### config.mk
export PLATFORM = sky130hd
export DESIGN_NAME = adc_ctrl
export DESIGN_NICKNAME = d
export VERILOG_FILES = /design/src/hdl/adc_ctrl_pkg.sv /design/src/hdl/adc_ctrl.sv
export SDC_FILE = /design/constraint.sdc
export NUM_CORES = 1
export LEC_CHECK = 0
export BUFFER_PORTS_ARGS = -buffer_cell sky130_fd_sc_hd__buf_2
export CELL_PAD_IN_SITES_DETAIL_PLACEMENT = 1
export CELL_PAD_IN_SITES_GLOBAL_PLACEMENT = 1
export CORE_MARGIN = 3
export CORE_UTILIZATION = 25
export CTS_BUF_LIST = sky130_fd_sc_hd__clkbuf_16
export DETAILED_ROUTE_END_ITERATION = 10
export PLACE_DENSITY_LB_ADDON = 0.15
export SYNTH_ARGS = -nofsm -noshare
export SYNTH_HDL_FRONTEND = slang
export SYNTH_SLANG_ARGS = --single-unit
### constraint.sdc
create_clock -name ref_clk -period 9.1 [get_ports ref_clk]
set_input_delay 1.365 -clock ref_clk [delete_from_list [all_inputs] [get_ports ref_clk]]
set_output_delay 1.365 -clock ref_clk [all_outputs]
set_load 0.1 [all_outputs]
### src/hdl/adc_ctrl_pkg.sv
package adc_ctrl_pkg;
  localparam logic [7:0] ADDR_CONFIG = 8'h00;
  localparam logic [7:0] ADDR_CONTROL = 8'h04;
  localparam logic [7:0] ADDR_GAIN_ERROR_CALIBRATION = 8'h08;
  localparam logic [7:0] ADDR_STATUS = 8'h0C;
  localparam logic [7:0] ADDR_RESULT = 8'h10;
  localparam logic [7:0] TEMP_SELECT_CODE = 8'hDE;
  localparam logic [7:0] SEL_RESET = 8'h01;
  localparam logic [1:0] MODE_CONTINUOUS = 2'h3;
  localparam logic [1:0] MODE_ONESHOT = 2'h2;
  localparam logic [15:0] GAIN_ERROR_CALIBRATION_RESET = 16'h8000;
  localparam logic [2:0] GAIN_RESET = 3'h1;
  localparam int GAIN_POS = 8;
  localparam int AZ_POS = 11;
  localparam int MODE_POS = 12;
  localparam int CS_POS = 14;
  localparam int SCAN_TEMP_POS = 16;
  // analog gain codes drive the front-end selector
  localparam logic [2:0] AGAIN_MAX = 3'h5;

  typedef struct packed {
    logic [7:0] paddr;
    logic psel;
    logic penable;
    logic pwrite;
    logic [31:0] pwdata;
  } apb_req_t;

  typedef struct packed {
    logic [31:0] prdata;
    logic pready;
    logic pslverr;
  } apb_rsp_t;

  typedef struct packed {
    logic temp_route;
    logic burnout_on;
    logic temp_bias_on;
    logic swap_inputs;
    logic [1:0] burnout_level;
    logic [2:0] analog_gain;
    logic [1:0] digital_shift;
  } front_end_t;

  typedef enum logic [1:0] {IDLE, CONV_NORMAL, CONV_SWAPPED} conv_state_t;
endpackage

### src/hdl/adc_ctrl.sv
// The implementer's own choices: the register offsets and the APB interface to the registers.
`timescale 1ns/1ps
module adc_ctrl (
  // clock and reset
  input wire logic ref_clk,
  input wire logic rst,
  // register bus
  input wire adc_ctrl_pkg::apb_req_t apb_req,
  output adc_ctrl_pkg::apb_rsp_t apb_rsp,
  // modulator and filter interface
  input wire logic conv_done,
  input wire logic signed [15:0] raw_code,
  output logic conv_start,
  output logic filter_reset,
  // analog front-end controls
  output adc_ctrl_pkg::front_end_t front_end
);
  import adc_ctrl_pkg::*;

  // register state
  logic [7:0] input_select_code;
  logic [2:0] gain_code;
  logic autozero_enable;
  logic [1:0] conversion_mode_field;
  logic [1:0] burnout_select;
  logic scan_temp_active;
  logic [15:0] gain_error_calibration;
  logic signed [15:0] conversion_result;
  logic data_ready;
  logic signed [15:0] first_code;
  conv_state_t state;

  // bus decode
  wire logic access = apb_req.psel && apb_req.penable;
  // the access phase spans two edges because of the wait state; a
  // register changes only at the completing edge, where pready is high
  wire logic done_edge = access && apb_rsp.pready;
  wire logic wr = done_edge && apb_req.pwrite;
  wire logic hit_cfg = apb_req.paddr == ADDR_CONFIG;
  wire logic hit_ctl = apb_req.paddr == ADDR_CONTROL;
  wire logic hit_cal = apb_req.paddr == ADDR_GAIN_ERROR_CALIBRATION;
  wire logic hit_sts = apb_req.paddr == ADDR_STATUS;
  wire logic hit_res = apb_req.paddr == ADDR_RESULT;
  wire logic mapped = hit_cfg | hit_ctl | hit_cal | hit_sts | hit_res;
  wire logic start_req = wr && hit_ctl && apb_req.pwdata[0];
  wire logic result_read = done_edge && !apb_req.pwrite && hit_res;

  // temperature selection, direct or through scan
  wire logic temp_sel = (input_select_code == TEMP_SELECT_CODE)
    || scan_temp_active;
  wire logic continuous = conversion_mode_field == MODE_CONTINUOUS;

  // auto-zero difference halved, sign kept
  function automatic logic signed [15:0] az_half(
    input logic signed [15:0] a,
    input logic signed [15:0] b
  );
    logic signed [16:0] d;
    d = 17'(a) - 17'(b);
    // the 17-bit difference cannot overflow; dropping its low bit halves it
    az_half = d[16:1];
  endfunction

  // shift left, then calibration scaling, then rounding and saturation
  function automatic logic signed [15:0] digital_gain(
    input logic signed [15:0] x,
    input logic [1:0] sh,
    input logic [15:0] cal
  );
    logic signed [19:0] s;
    logic signed [36:0] p;
    logic signed [20:0] r;
    s = 20'(x) <<< sh;
    p = 37'(s) * $signed({1'b0, cal});
    r = 21'((p + 37'sh4000) >>> 15); // rounding of the calibrated product
    // a code pushed past full scale saturates rather than wrapping
    if (r > 21'sh07FFF)
      digital_gain = 16'sh7FFF;
    else if (r < -21'sh08000)
      digital_gain = -16'sh8000;
    else
      digital_gain = r[15:0];
  endfunction

  // gain codes above the analog range keep the analog stage at its top
  // and make up the rest by shifting the code
  wire logic [1:0] dig_shift = (gain_code == 3'h6) ? 2'h1 :
    (gain_code == 3'h7) ? 2'h2 : 2'h0;
  wire logic [2:0] ana_gain = (gain_code > AGAIN_MAX) ? AGAIN_MAX
    : gain_code;
  wire logic signed [15:0] az_code = az_half(first_code, raw_code);
  wire logic signed [15:0] pick = autozero_enable ? az_code : raw_code;
  wire logic signed [15:0] scaled =
    digital_gain(pick, dig_shift, gain_error_calibration);

  // next conversion state
  // continuous mode restarts in the cycle after each done, with no gap
  conv_state_t next_state;
  logic next_start;
  always_comb
  begin
    next_state = state;
    next_start = 1'b0;
    unique case (state)
      IDLE:
        if (start_req)
        begin
          next_state = CONV_NORMAL;
          next_start = 1'b1;
        end
      CONV_NORMAL:
        if (conv_done && autozero_enable)
        begin
          next_state = CONV_SWAPPED;
          next_start = 1'b1;
        end
        else if (conv_done && continuous)
          next_start = 1'b1;
        else if (conv_done)
          next_state = IDLE;
      CONV_SWAPPED:
        if (conv_done && continuous)
        begin
          next_state = CONV_NORMAL;
          next_start = 1'b1;
        end
        else if (conv_done)
          next_state = IDLE;
    endcase
  end

  // filter restart goes with every start while auto-zero is on, so each
  // half of a pair sees a clean filter and the pair never mixes
  wire logic next_filter_reset = next_start && autozero_enable;
  // the normal-polarity code is kept for the difference after the swap
  wire logic keep_first = state == CONV_NORMAL && conv_done;

  // sequencer state and start pulses
  always_ff @(posedge ref_clk)
  begin
    if (rst)
    begin
      state <= IDLE;
      conv_start <= 1'b0;
      filter_reset <= 1'b0;
    end
    else
    begin
      state <= next_state;
      conv_start <= next_start;
      filter_reset <= next_filter_reset;
    end
  end

  // first code of an auto-zero pair
  always_ff @(posedge ref_clk)
  begin
    if (rst)
      first_code <= 16'sh0000;
    else if (keep_first)
      first_code <= raw_code;
  end

  // a result ends a plain conversion, or the swapped half of a pair
  wire logic result_event = conv_done && (!autozero_enable
    ? state == CONV_NORMAL : state == CONV_SWAPPED);
  // a new result in the cycle of a result read leaves the flag set, so
  // software sees a result that lands at the clearing edge, but one landing at the edge that samples prdata is cleared unseen
  wire logic next_data_ready = result_event || (data_ready && !result_read);

  // result register, loaded only at the end of a result
  always_ff @(posedge ref_clk)
  begin
    if (rst)
      conversion_result <= 16'sh0000;
    else if (result_event)
      conversion_result <= scaled;
  end

  // data ready flag, set wins over read clear
  always_ff @(posedge ref_clk)
  begin
    if (rst)
      data_ready <= 1'b0;
    else
      data_ready <= next_data_ready;
  end

  // write strobes per register
  wire logic cfg_wr = wr && hit_cfg;
  wire logic cal_wr = wr && hit_cal;

  // next values of the configuration fields; a write replaces them all,
  // otherwise they hold
  wire logic [7:0] next_input_select_code = cfg_wr ? apb_req.pwdata[7:0]
    : input_select_code;
  wire logic [2:0] next_gain_code = cfg_wr ? apb_req.pwdata[GAIN_POS +: 3]
    : gain_code;
  wire logic next_autozero_enable = cfg_wr ? apb_req.pwdata[AZ_POS]
    : autozero_enable;
  wire logic [1:0] next_conversion_mode_field =
    cfg_wr ? apb_req.pwdata[MODE_POS +: 2] : conversion_mode_field;
  // the stored current select survives temperature selection untouched
  wire logic [1:0] next_burnout_select =
    cfg_wr ? apb_req.pwdata[CS_POS +: 2] : burnout_select;
  wire logic next_scan_temp_active = cfg_wr ? apb_req.pwdata[SCAN_TEMP_POS]
    : scan_temp_active;
  wire logic [15:0] next_gain_error_calibration =
    cal_wr ? apb_req.pwdata[15:0] : gain_error_calibration;

  // input selection and scan state
  always_ff @(posedge ref_clk)
  begin
    if (rst)
    begin
      input_select_code <= SEL_RESET;
      scan_temp_active <= 1'b0;
      burnout_select <= 2'h0;
    end
    else
    begin
      input_select_code <= next_input_select_code;
      scan_temp_active <= next_scan_temp_active;
      burnout_select <= next_burnout_select;
    end
  end

  // gain and conversion settings
  always_ff @(posedge ref_clk)
  begin
    if (rst)
    begin
      gain_code <= GAIN_RESET;
      autozero_enable <= 1'b0;
      conversion_mode_field <= MODE_ONESHOT;
    end
    else
    begin
      gain_code <= next_gain_code;
      autozero_enable <= next_autozero_enable;
      conversion_mode_field <= next_conversion_mode_field;
    end
  end

  // gain calibration, unity after reset
  always_ff @(posedge ref_clk)
  begin
    if (rst)
      gain_error_calibration <= GAIN_ERROR_CALIBRATION_RESET;
    else
      gain_error_calibration <= next_gain_error_calibration;
  end

  // read mux
  wire logic [31:0] cfg_word = {15'h0000, scan_temp_active, burnout_select,
    conversion_mode_field, autozero_enable, gain_code, input_select_code};
  wire logic [31:0] cal_word = {16'h0000, gain_error_calibration};
  wire logic busy = state != IDLE;
  wire logic [31:0] sts_word = {28'h0000000, data_ready, busy, state};
  // the result reads back sign-extended to the bus width
  wire logic [31:0] res_word =
    {{16{conversion_result[15]}}, conversion_result};
  // unmapped places read as zero
  wire logic [31:0] rd_word =
    hit_cfg ? cfg_word :
    hit_cal ? cal_word :
    hit_sts ? sts_word :
    hit_res ? res_word :
    32'h00000000;

  // bus answer registered, one wait state per access
  // pready stands one cycle and prdata is zero outside it
  always_ff @(posedge ref_clk)
  begin
    if (rst)
      apb_rsp <= '0;
    else
    begin
      apb_rsp.pready <= access && !apb_rsp.pready;
      apb_rsp.pslverr <= access && !apb_rsp.pready && !mapped;
      apb_rsp.prdata <= (access && !apb_rsp.pready) ? rd_word : 32'h0;
    end
  end

  // the burnout current is forced off here, never by touching its field,
  // so it comes back as it was once the temperature input is left
  wire logic next_burnout_on = !temp_sel && burnout_select != 2'h0;
  // the swap follows the state that the sequencer enters, so it stands
  // for the whole second half of a pair
  wire logic next_swap = next_state == CONV_SWAPPED;

  // front-end drive
  always_ff @(posedge ref_clk)
  begin
    if (rst)
      front_end <= '0;
    else
    begin
      front_end.temp_route <= temp_sel;
      front_end.burnout_on <= next_burnout_on;
      front_end.temp_bias_on <= temp_sel;
      front_end.burnout_level <= burnout_select;
      front_end.swap_inputs <= next_swap;
      front_end.analog_gain <= ana_gain;
      front_end.digital_shift <= dig_shift;
    end
  end
endmodule

==> results of run 1 <==
## power groups by stage
stage | sequential (mW) | combinational [mW] | clock [mW]
global placement | 0.448 | 0.208 | 0
global route | 0.438 | 0.264 | 0.429
CTS | 0.438 | 0.241 | 0.411
detailed placement | 0.448 | 0.211 | 0
finish | 0.438 | 0.242 | 0.393
floorplan | 0.453 | 0.0969 | 0
## flip-flops by register name, summed over array words and instances, names as in the netlist
name	cells
filter_reset	1
conversion_mode_field	2
conv_start	1
apb_rsp	20
scan_temp_active	1
input_select_code	8
first_code	16
gain_code	3
data_ready	1
autozero_enable	1
burnout_select	2
front_end	10
state	2
conversion_result	16
gain_error_calibration	16
## worst max-delay path: cells and delay by family
| family | cells | cell delay, ns |
|---|---|---|
| multiplexers | 2 | 0.17 |
| AND/OR/NAND/NOR | 8 | 0.99 |
| adder cells (fa/ha/maj) | 8 | 3.55 |
| buffers and inverters | 13 | 1.50 |
| AO/OA/AOI/OAI | 11 | 2.23 |
## how the worst max path moves through the flow
stage	startpoint	end	slack, ns	cells after the start
finish	raw_code[0]	conversion_result[0]	-0.59	42
global route	raw_code[0]	conversion_result[2]	-0.97	41
CTS	raw_code[1]	conversion_result[1]	-0.55	38
detailed placement	raw_code[1]	conversion_result[13]	-1.38	36
global placement	raw_code[0]	conversion_result[0]	-1.20	35
floorplan	raw_code[0]	conversion_result[12]	-0.14	34
## metrics by stage
step,std cells,util,hold WS (ns),worst slack [ns]
after global routing,3101,0.320,0.491,-0.969
after detailed placement,3052,0.302,0.460,-1.38
after floorplan,1966,-,0.440,-0.136
final,3104,0.320,0.468,-0.591
after global placement,3052,0.302,0.452,-1.20
after CTS,3097,0.318,0.473,-0.552
## per-layer routing
metal,vias to the layer above,track usage
li1,6524,-
met1,7116,0.227
met2,123,0.306
met3,27,0.0107
met4,0,0.0200
met5,-,0
## area by class of cell
type | count | share of cell area
flip-flops and latches | 100 | 0.0943
multi-input cells | 1323 | 0.629
diodes | 3 | 0.000353
well taps | 864 | 0.0509
inverters | 435 | 0.0770
clock inverters | 7 | 0.00318
repair buffers | 363 | 0.135
clock buffers | 9 | 0.0106
## cells in the final DEF, fill, tap and decap left out, types with 5 or more instances in the layout
master	instances
nor2b_1	10
mux2i_1	16
nand2_2	6
nand2_1	226
or3_1	9
inv_2	7
nand3b_1	5
a211oi_1	6
ha_4	12
nor2_1	65
o21bai_1	5
fa_2	19
nand3_1	14
fa_1	287
buf_4	239
o21a_1	9
a22oi_1	5
inv_1	427
xor2_1	7
xnor2_1	26
ha_1	107
nand4_1	7
o21ai_0	16
a211oi_2	17
nor3_1	12
buf_2	92
and3_1	7
nand2b_1	7
buf_6	6
clkbuf_16	10
buf_12	22
a211o_1	7
o211ai_1	5
dfxtp_1	99
o21ai_1	5
mux2_2	8
a222oi_1	11
a21o_1	11
and2_1	201
a21oi_1	96
## cell families (layout without fill, tap and decap cells)
| group | after synthesis | after routing |
|---|---|---|
| AO/OA/AOI/OAI | 236 | 236 |
| XOR/XNOR | 34 | 34 |
| adder cells (fa/ha/maj) | 426 | 426 |
| buffers and inverters | 543 | 814 |
| flip-flops | 100 | 100 |
| multiplexers | 24 | 24 |
| other | 0 | 3 |
| AND/OR/NAND/NOR | 603 | 603 |
## repair_timing
action	CTS	global route
pin swaps	38	27
hold buffers	0	0
endpoints found under the setup margin	16	16
gates cloned	5	0
resized for setup	71	29
buffers inserted	24	4
==> metrics.yaml, run 1 <==
detailed_routing:
  dr.max_layer_used: "met4"
  via_per_inst: 4.44
  wirelength_met1_um: 27000
  met3WireLength_um: 1050
  drtAntennaViolNets: 0
  drt-initial-drc-count: 563
  via_count: 13800
  drc: 0
  drt-total-wl_um: 58100
  first_pass_iters: 5
  wl_per_cell_um: 18.7
  wl_met2_um: 29500
grt:
  grt_max_degree: 78
  grt_pass1_vias: 15900
  grt_pass1_wl_um: 92500
  antenna_found_initial: 4
  overflow: 0
  grt_usage: 0.169
critical_path:
  arrival_ns: 9.89
  end_kind: "flip-flop"
  critical_path.max_fanout: 6
  worstSetupPathType: "in -> reg"
  rr_startpoint: "first_code[0]"
  start_kind: "input port"
  r2r_cells: 41
  rr_endpoint: "conversion_result[0]"
  r2r_setup_slack_ns: 0.19
  crit_top_cell: "fa_1"
  cp.required_ns: 9.29
  cp_slowest_cell: "fa_1"
  critPathMaxStageDelay_ns: 0.54
synthesis:
  syn_area_per_cell_um2: 8.60
  ys.flop_type: "dfxtp_1"
  syn_inst: 1966
  synthAdderAreaFrac: 0.451
  synth_area_leaders: "fa_1, dfxtp_1, inv_1"
  ys_seq_area_frac: 0.118
  async_flop_share: 0
  synth_xor_area_frac: 0.0176
  synth_top_family_by_area: "adder cells"
  synth_edf_count: 0
  synth.most_common_cell: "inv_1"
  synth_compound_area_frac: 0.0951
  syn-cell-area_um2: 16900
  ys.warnings.count: 0
  synth.distinct_cells: 67
  yosysTopAreaCell: "fa_1"
  synth_simple_gate_area_frac: 0.178
  synthTopCellsByCount: "inv_1, fa_1, nand2_1, and2_1, ha_1"
  ys_ff_latch: 100
  synth_fp_nets: 2454
  yosysTopAreaCellShare: 0.362
  synth_mux_area_frac: 0.0148
timing:
  worst_slack_ns: -0.591
  rsz0062_at_grt: "yes"
  fin_setup_tns_ns: -8.58
  maxSlewHeadroom: 0.295
  slew_violations: 0
  finalWorstPathRequiredPeriod_ns: 9.69
  final_hold_viol_count: 0
  finClkSkew_ns: 0.0133
  tightestPinTransition_ns: 1.06
  setup_viol: 16
  fmax_mhz: 103
  fin_crit_sh: 1.06
layout:
  multiInputGateArea_um2: 13400
  drive_above_1_share: 0.224
  fill_cells: 7856
  final_cell_area_um2: 21300
  regArea_um2: 2000
  nets: 2720
  syn_to_final_growth_pct: 25.6
floorplanning:
  start_util: 0.255
  die_w_um: 266
  io_pins: 109
  die_height_um: 266
  rows: 94
  coreArea_um2: 66300
  die-area_um2: 70800
power:
  power_frac_seq: 0.408
  intPower_uw: 741
  p_clk_frac: 0.366
  switching_share: 0.309
  p_leak_nw: 10.5
  power_mw: 1.07
  p_comb_frac: 0.226
  switchingPower_uw: 332
  max-vdd-ir-drop_v: 0.0000846
  powerDensity_nw_per_um2: 50.5
clocking:
  htree_levels: 3
  cts_tree: "yes"
  clkTransAtPathRegs_ns: 0.07
  root_buffer: "clkbuf_16"
  clk_path_buf_depth: 2
  cts_sinks: 100
  cts_inserted_buffers: 9
  clk_latency_ns: 0.36
placement:
  portBuffers: 93
  gp_congestion: 0.789
  hpwl_um: 46200
  place_area_um2: 20100
hold_path:
  holdPathEnd: "first_code[3]"
  worstHoldPathType: "reg -> reg"
  hold_depth: 2
  hold_start: "first_code[3]"
outcome:
  status: "finished, violations left"
  violations: "negative setup slack"
flow_run:
  maxCapViolCount: 0
Power figures use the tool's default switching activity.
==> run 2: changes to the inputs <==
--- a/config.mk
+++ b/config.mk
@@ -12,7 +12,7 @@
 export CORE_UTILIZATION = 25
 export CTS_BUF_LIST = sky130_fd_sc_hd__clkbuf_16
 export DETAILED_ROUTE_END_ITERATION = 10
-export PLACE_DENSITY_LB_ADDON = 0.15
+export PLACE_DENSITY = 0.46
 export SYNTH_ARGS = -nofsm -noshare
 export SYNTH_HDL_FRONTEND = slang
 export SYNTH_SLANG_ARGS = --single-unit
==> metrics.yaml, run 2 (synthesis results as in run 1) <==
outcome:
  status: "finished, violations left"
  violations: "negative setup slack"
hold_path:
  worstHoldPathType: "reg -> reg"
  hold_depth: 2
  holdPathEnd: "first_code[3]"
  hold_start: "first_code[3]"
power:
  p_comb_frac: 0.230
  p_clk_frac: 0.370
  max-vdd-ir-drop_v: 0.0000903
  intPower_uw: 745
  switchingPower_uw: 349
  powerDensity_nw_per_um2: 51.2
  switching_share: 0.319
  power_frac_seq: 0.400
  p_leak_nw: 10.5
  power_mw: 1.09
critical_path:
  critPathMaxStageDelay_ns: 0.61
  cp.required_ns: 9.32
  start_kind: "input port"
  r2r_cells: 40
  end_kind: "flip-flop"
  r2r_setup_slack_ns: 0.18
  worstSetupPathType: "in -> reg"
  critical_path.max_fanout: 8
  rr_startpoint: "first_code[1]"
  rr_endpoint: "conversion_result[13]"
  arrival_ns: 9.91
  cp_slowest_cell: "fa_2"
grt:
  overflow: 0
  grt_pass1_vias: 15600
  grt_usage: 0.173
  antenna_found_initial: 9
  grt_max_degree: 79
  grt_pass1_wl_um: 93200
floorplanning:
  start_util: 0.255
  rows: 94
  coreArea_um2: 66300
  die-area_um2: 70800
  io_pins: 109
  die_w_um: 266
  die_height_um: 266
clocking:
  cts_inserted_buffers: 9
  root_buffer: "clkbuf_16"
  cts_tree: "yes"
  htree_levels: 3
  clk_path_buf_depth: 2
  cts_sinks: 100
  clk_latency_ns: 0.37
  clkTransAtPathRegs_ns: 0.08
flow_run:
  maxCapViolCount: 0
layout:
  final_cell_mix: "inv_1, fa_1, nand2_1, buf_4, and2_1"
  stdcell_count: 3102
  final_cell_area_um2: 21400
  drive_above_1_share: 0.231
  syn_to_final_growth_pct: 26.4
  final_common_cell: "inv_1"
  final_core_util: 0.322
  regMostFlops: "apb_rsp"
  largest_register_ffs: 20
  nets: 2716
timing:
  maxSlewHeadroom: 0.241
  fmax_mhz: 103
  final_hold_viol_count: 0
  fin_crit_sh: 1.07
  rsz0062_at_grt: "yes"
  tightestPinTransition_ns: 1.14
  worst_slack_ns: -0.596
  setup_viol: 16
  hold_ws_ns: 0.471
  finalWorstPathRequiredPeriod_ns: 9.70
  slew_violations: 0
  finClkSkew_ns: 0.0174
placement:
  gp_congestion: 0.810
  place_area_um2: 20000
  portBuffers: 93
  hpwl_um: 47100
  placedCellCount: 3048
detailed_routing:
  drt-initial-drc-count: 641
  wl_per_cell_um: 19.3
  drt-total-wl_um: 59700
  first_pass_iters: 6
  drc: 0
  via_count: 13900
  via_per_inst: 4.47
  drtAntennaViolNets: 0
[run 2: layout make-up]
| type | count | area, um^2 |
|---|---|---|
| fillers | 7827 | 45000 |
| diodes | 5 | 12.5 |
| multi-input cells | 1324 | 13500 |
| repair buffers | 358 | 2820 |
| inverters | 435 | 1640 |
| clock buffers | 9 | 225 |
| flip-flops and latches | 100 | 2000 |
| well taps | 864 | 1080 |
| clock inverters | 7 | 78.8 |
[run 2: how the worst max path moves through the flow]
stage | cells after the start | startpoint | end
global route | 41 | raw_code[7] | conversion_result[15]
floorplan | 34 | raw_code[0] | conversion_result[12]
finish | 39 | raw_code[2] | conversion_result[13]
global placement | 36 | raw_code[0] | conversion_result[13]
detailed placement | 36 | raw_code[0] | conversion_result[13]
CTS | 40 | raw_code[0] | conversion_result[12]
[run 2: metrics by stage]
stage               setup TNS [ns]  worst slack (ns)
detailed placement          -24.10             -1.63
global route                -14.81            -0.982
finish                       -8.95            -0.596
CTS                         -10.67            -0.694
global placement            -21.82             -1.43
floorplan                    -1.67            -0.136
[run 2: critical path, delay by kind of cell]
kind / cells / cell delay, ns
fa+ha+maj: 8 / 3.64
buf+inv: 13 / 1.56
compound gates: 11 / 2.12
mux: 1 / 0.19
simple gates: 6 / 0.97
[run 2: power by group through the flow]
stage	logic, mW	clock network [mW]	registers [mW]
after floorplan	0.0969	0	0.453
after global placement	0.213	0	0.448
after detailed placement	0.216	0	0.448
after CTS	0.245	0.420	0.438
after global routing	0.273	0.430	0.438
final	0.251	0.404	0.438
[run 2: routing by layer]
| metal | part of all wire | track usage | vias to the layer above |
|---|---|---|---|
| met5 | 0 | 0 | - |
| met4 | 0.014 | 0.0338 | 0 |
| met3 | 0.021 | 0.0124 | 29 |
| met2 | 0.51 | 0.309 | 140 |
| met1 | 0.46 | 0.230 | 7199 |
| li1 | - | - | 6510 |
[run 2: what timing repair did]
action / CTS / global route
gates cloned: 3 / 0
buffers inserted: 23 / 9
hold buffers: 0 / 0
endpoints found under the setup margin: 16 / 16
gates resized for setup: 86 / 42
pin swaps: 60 / 58
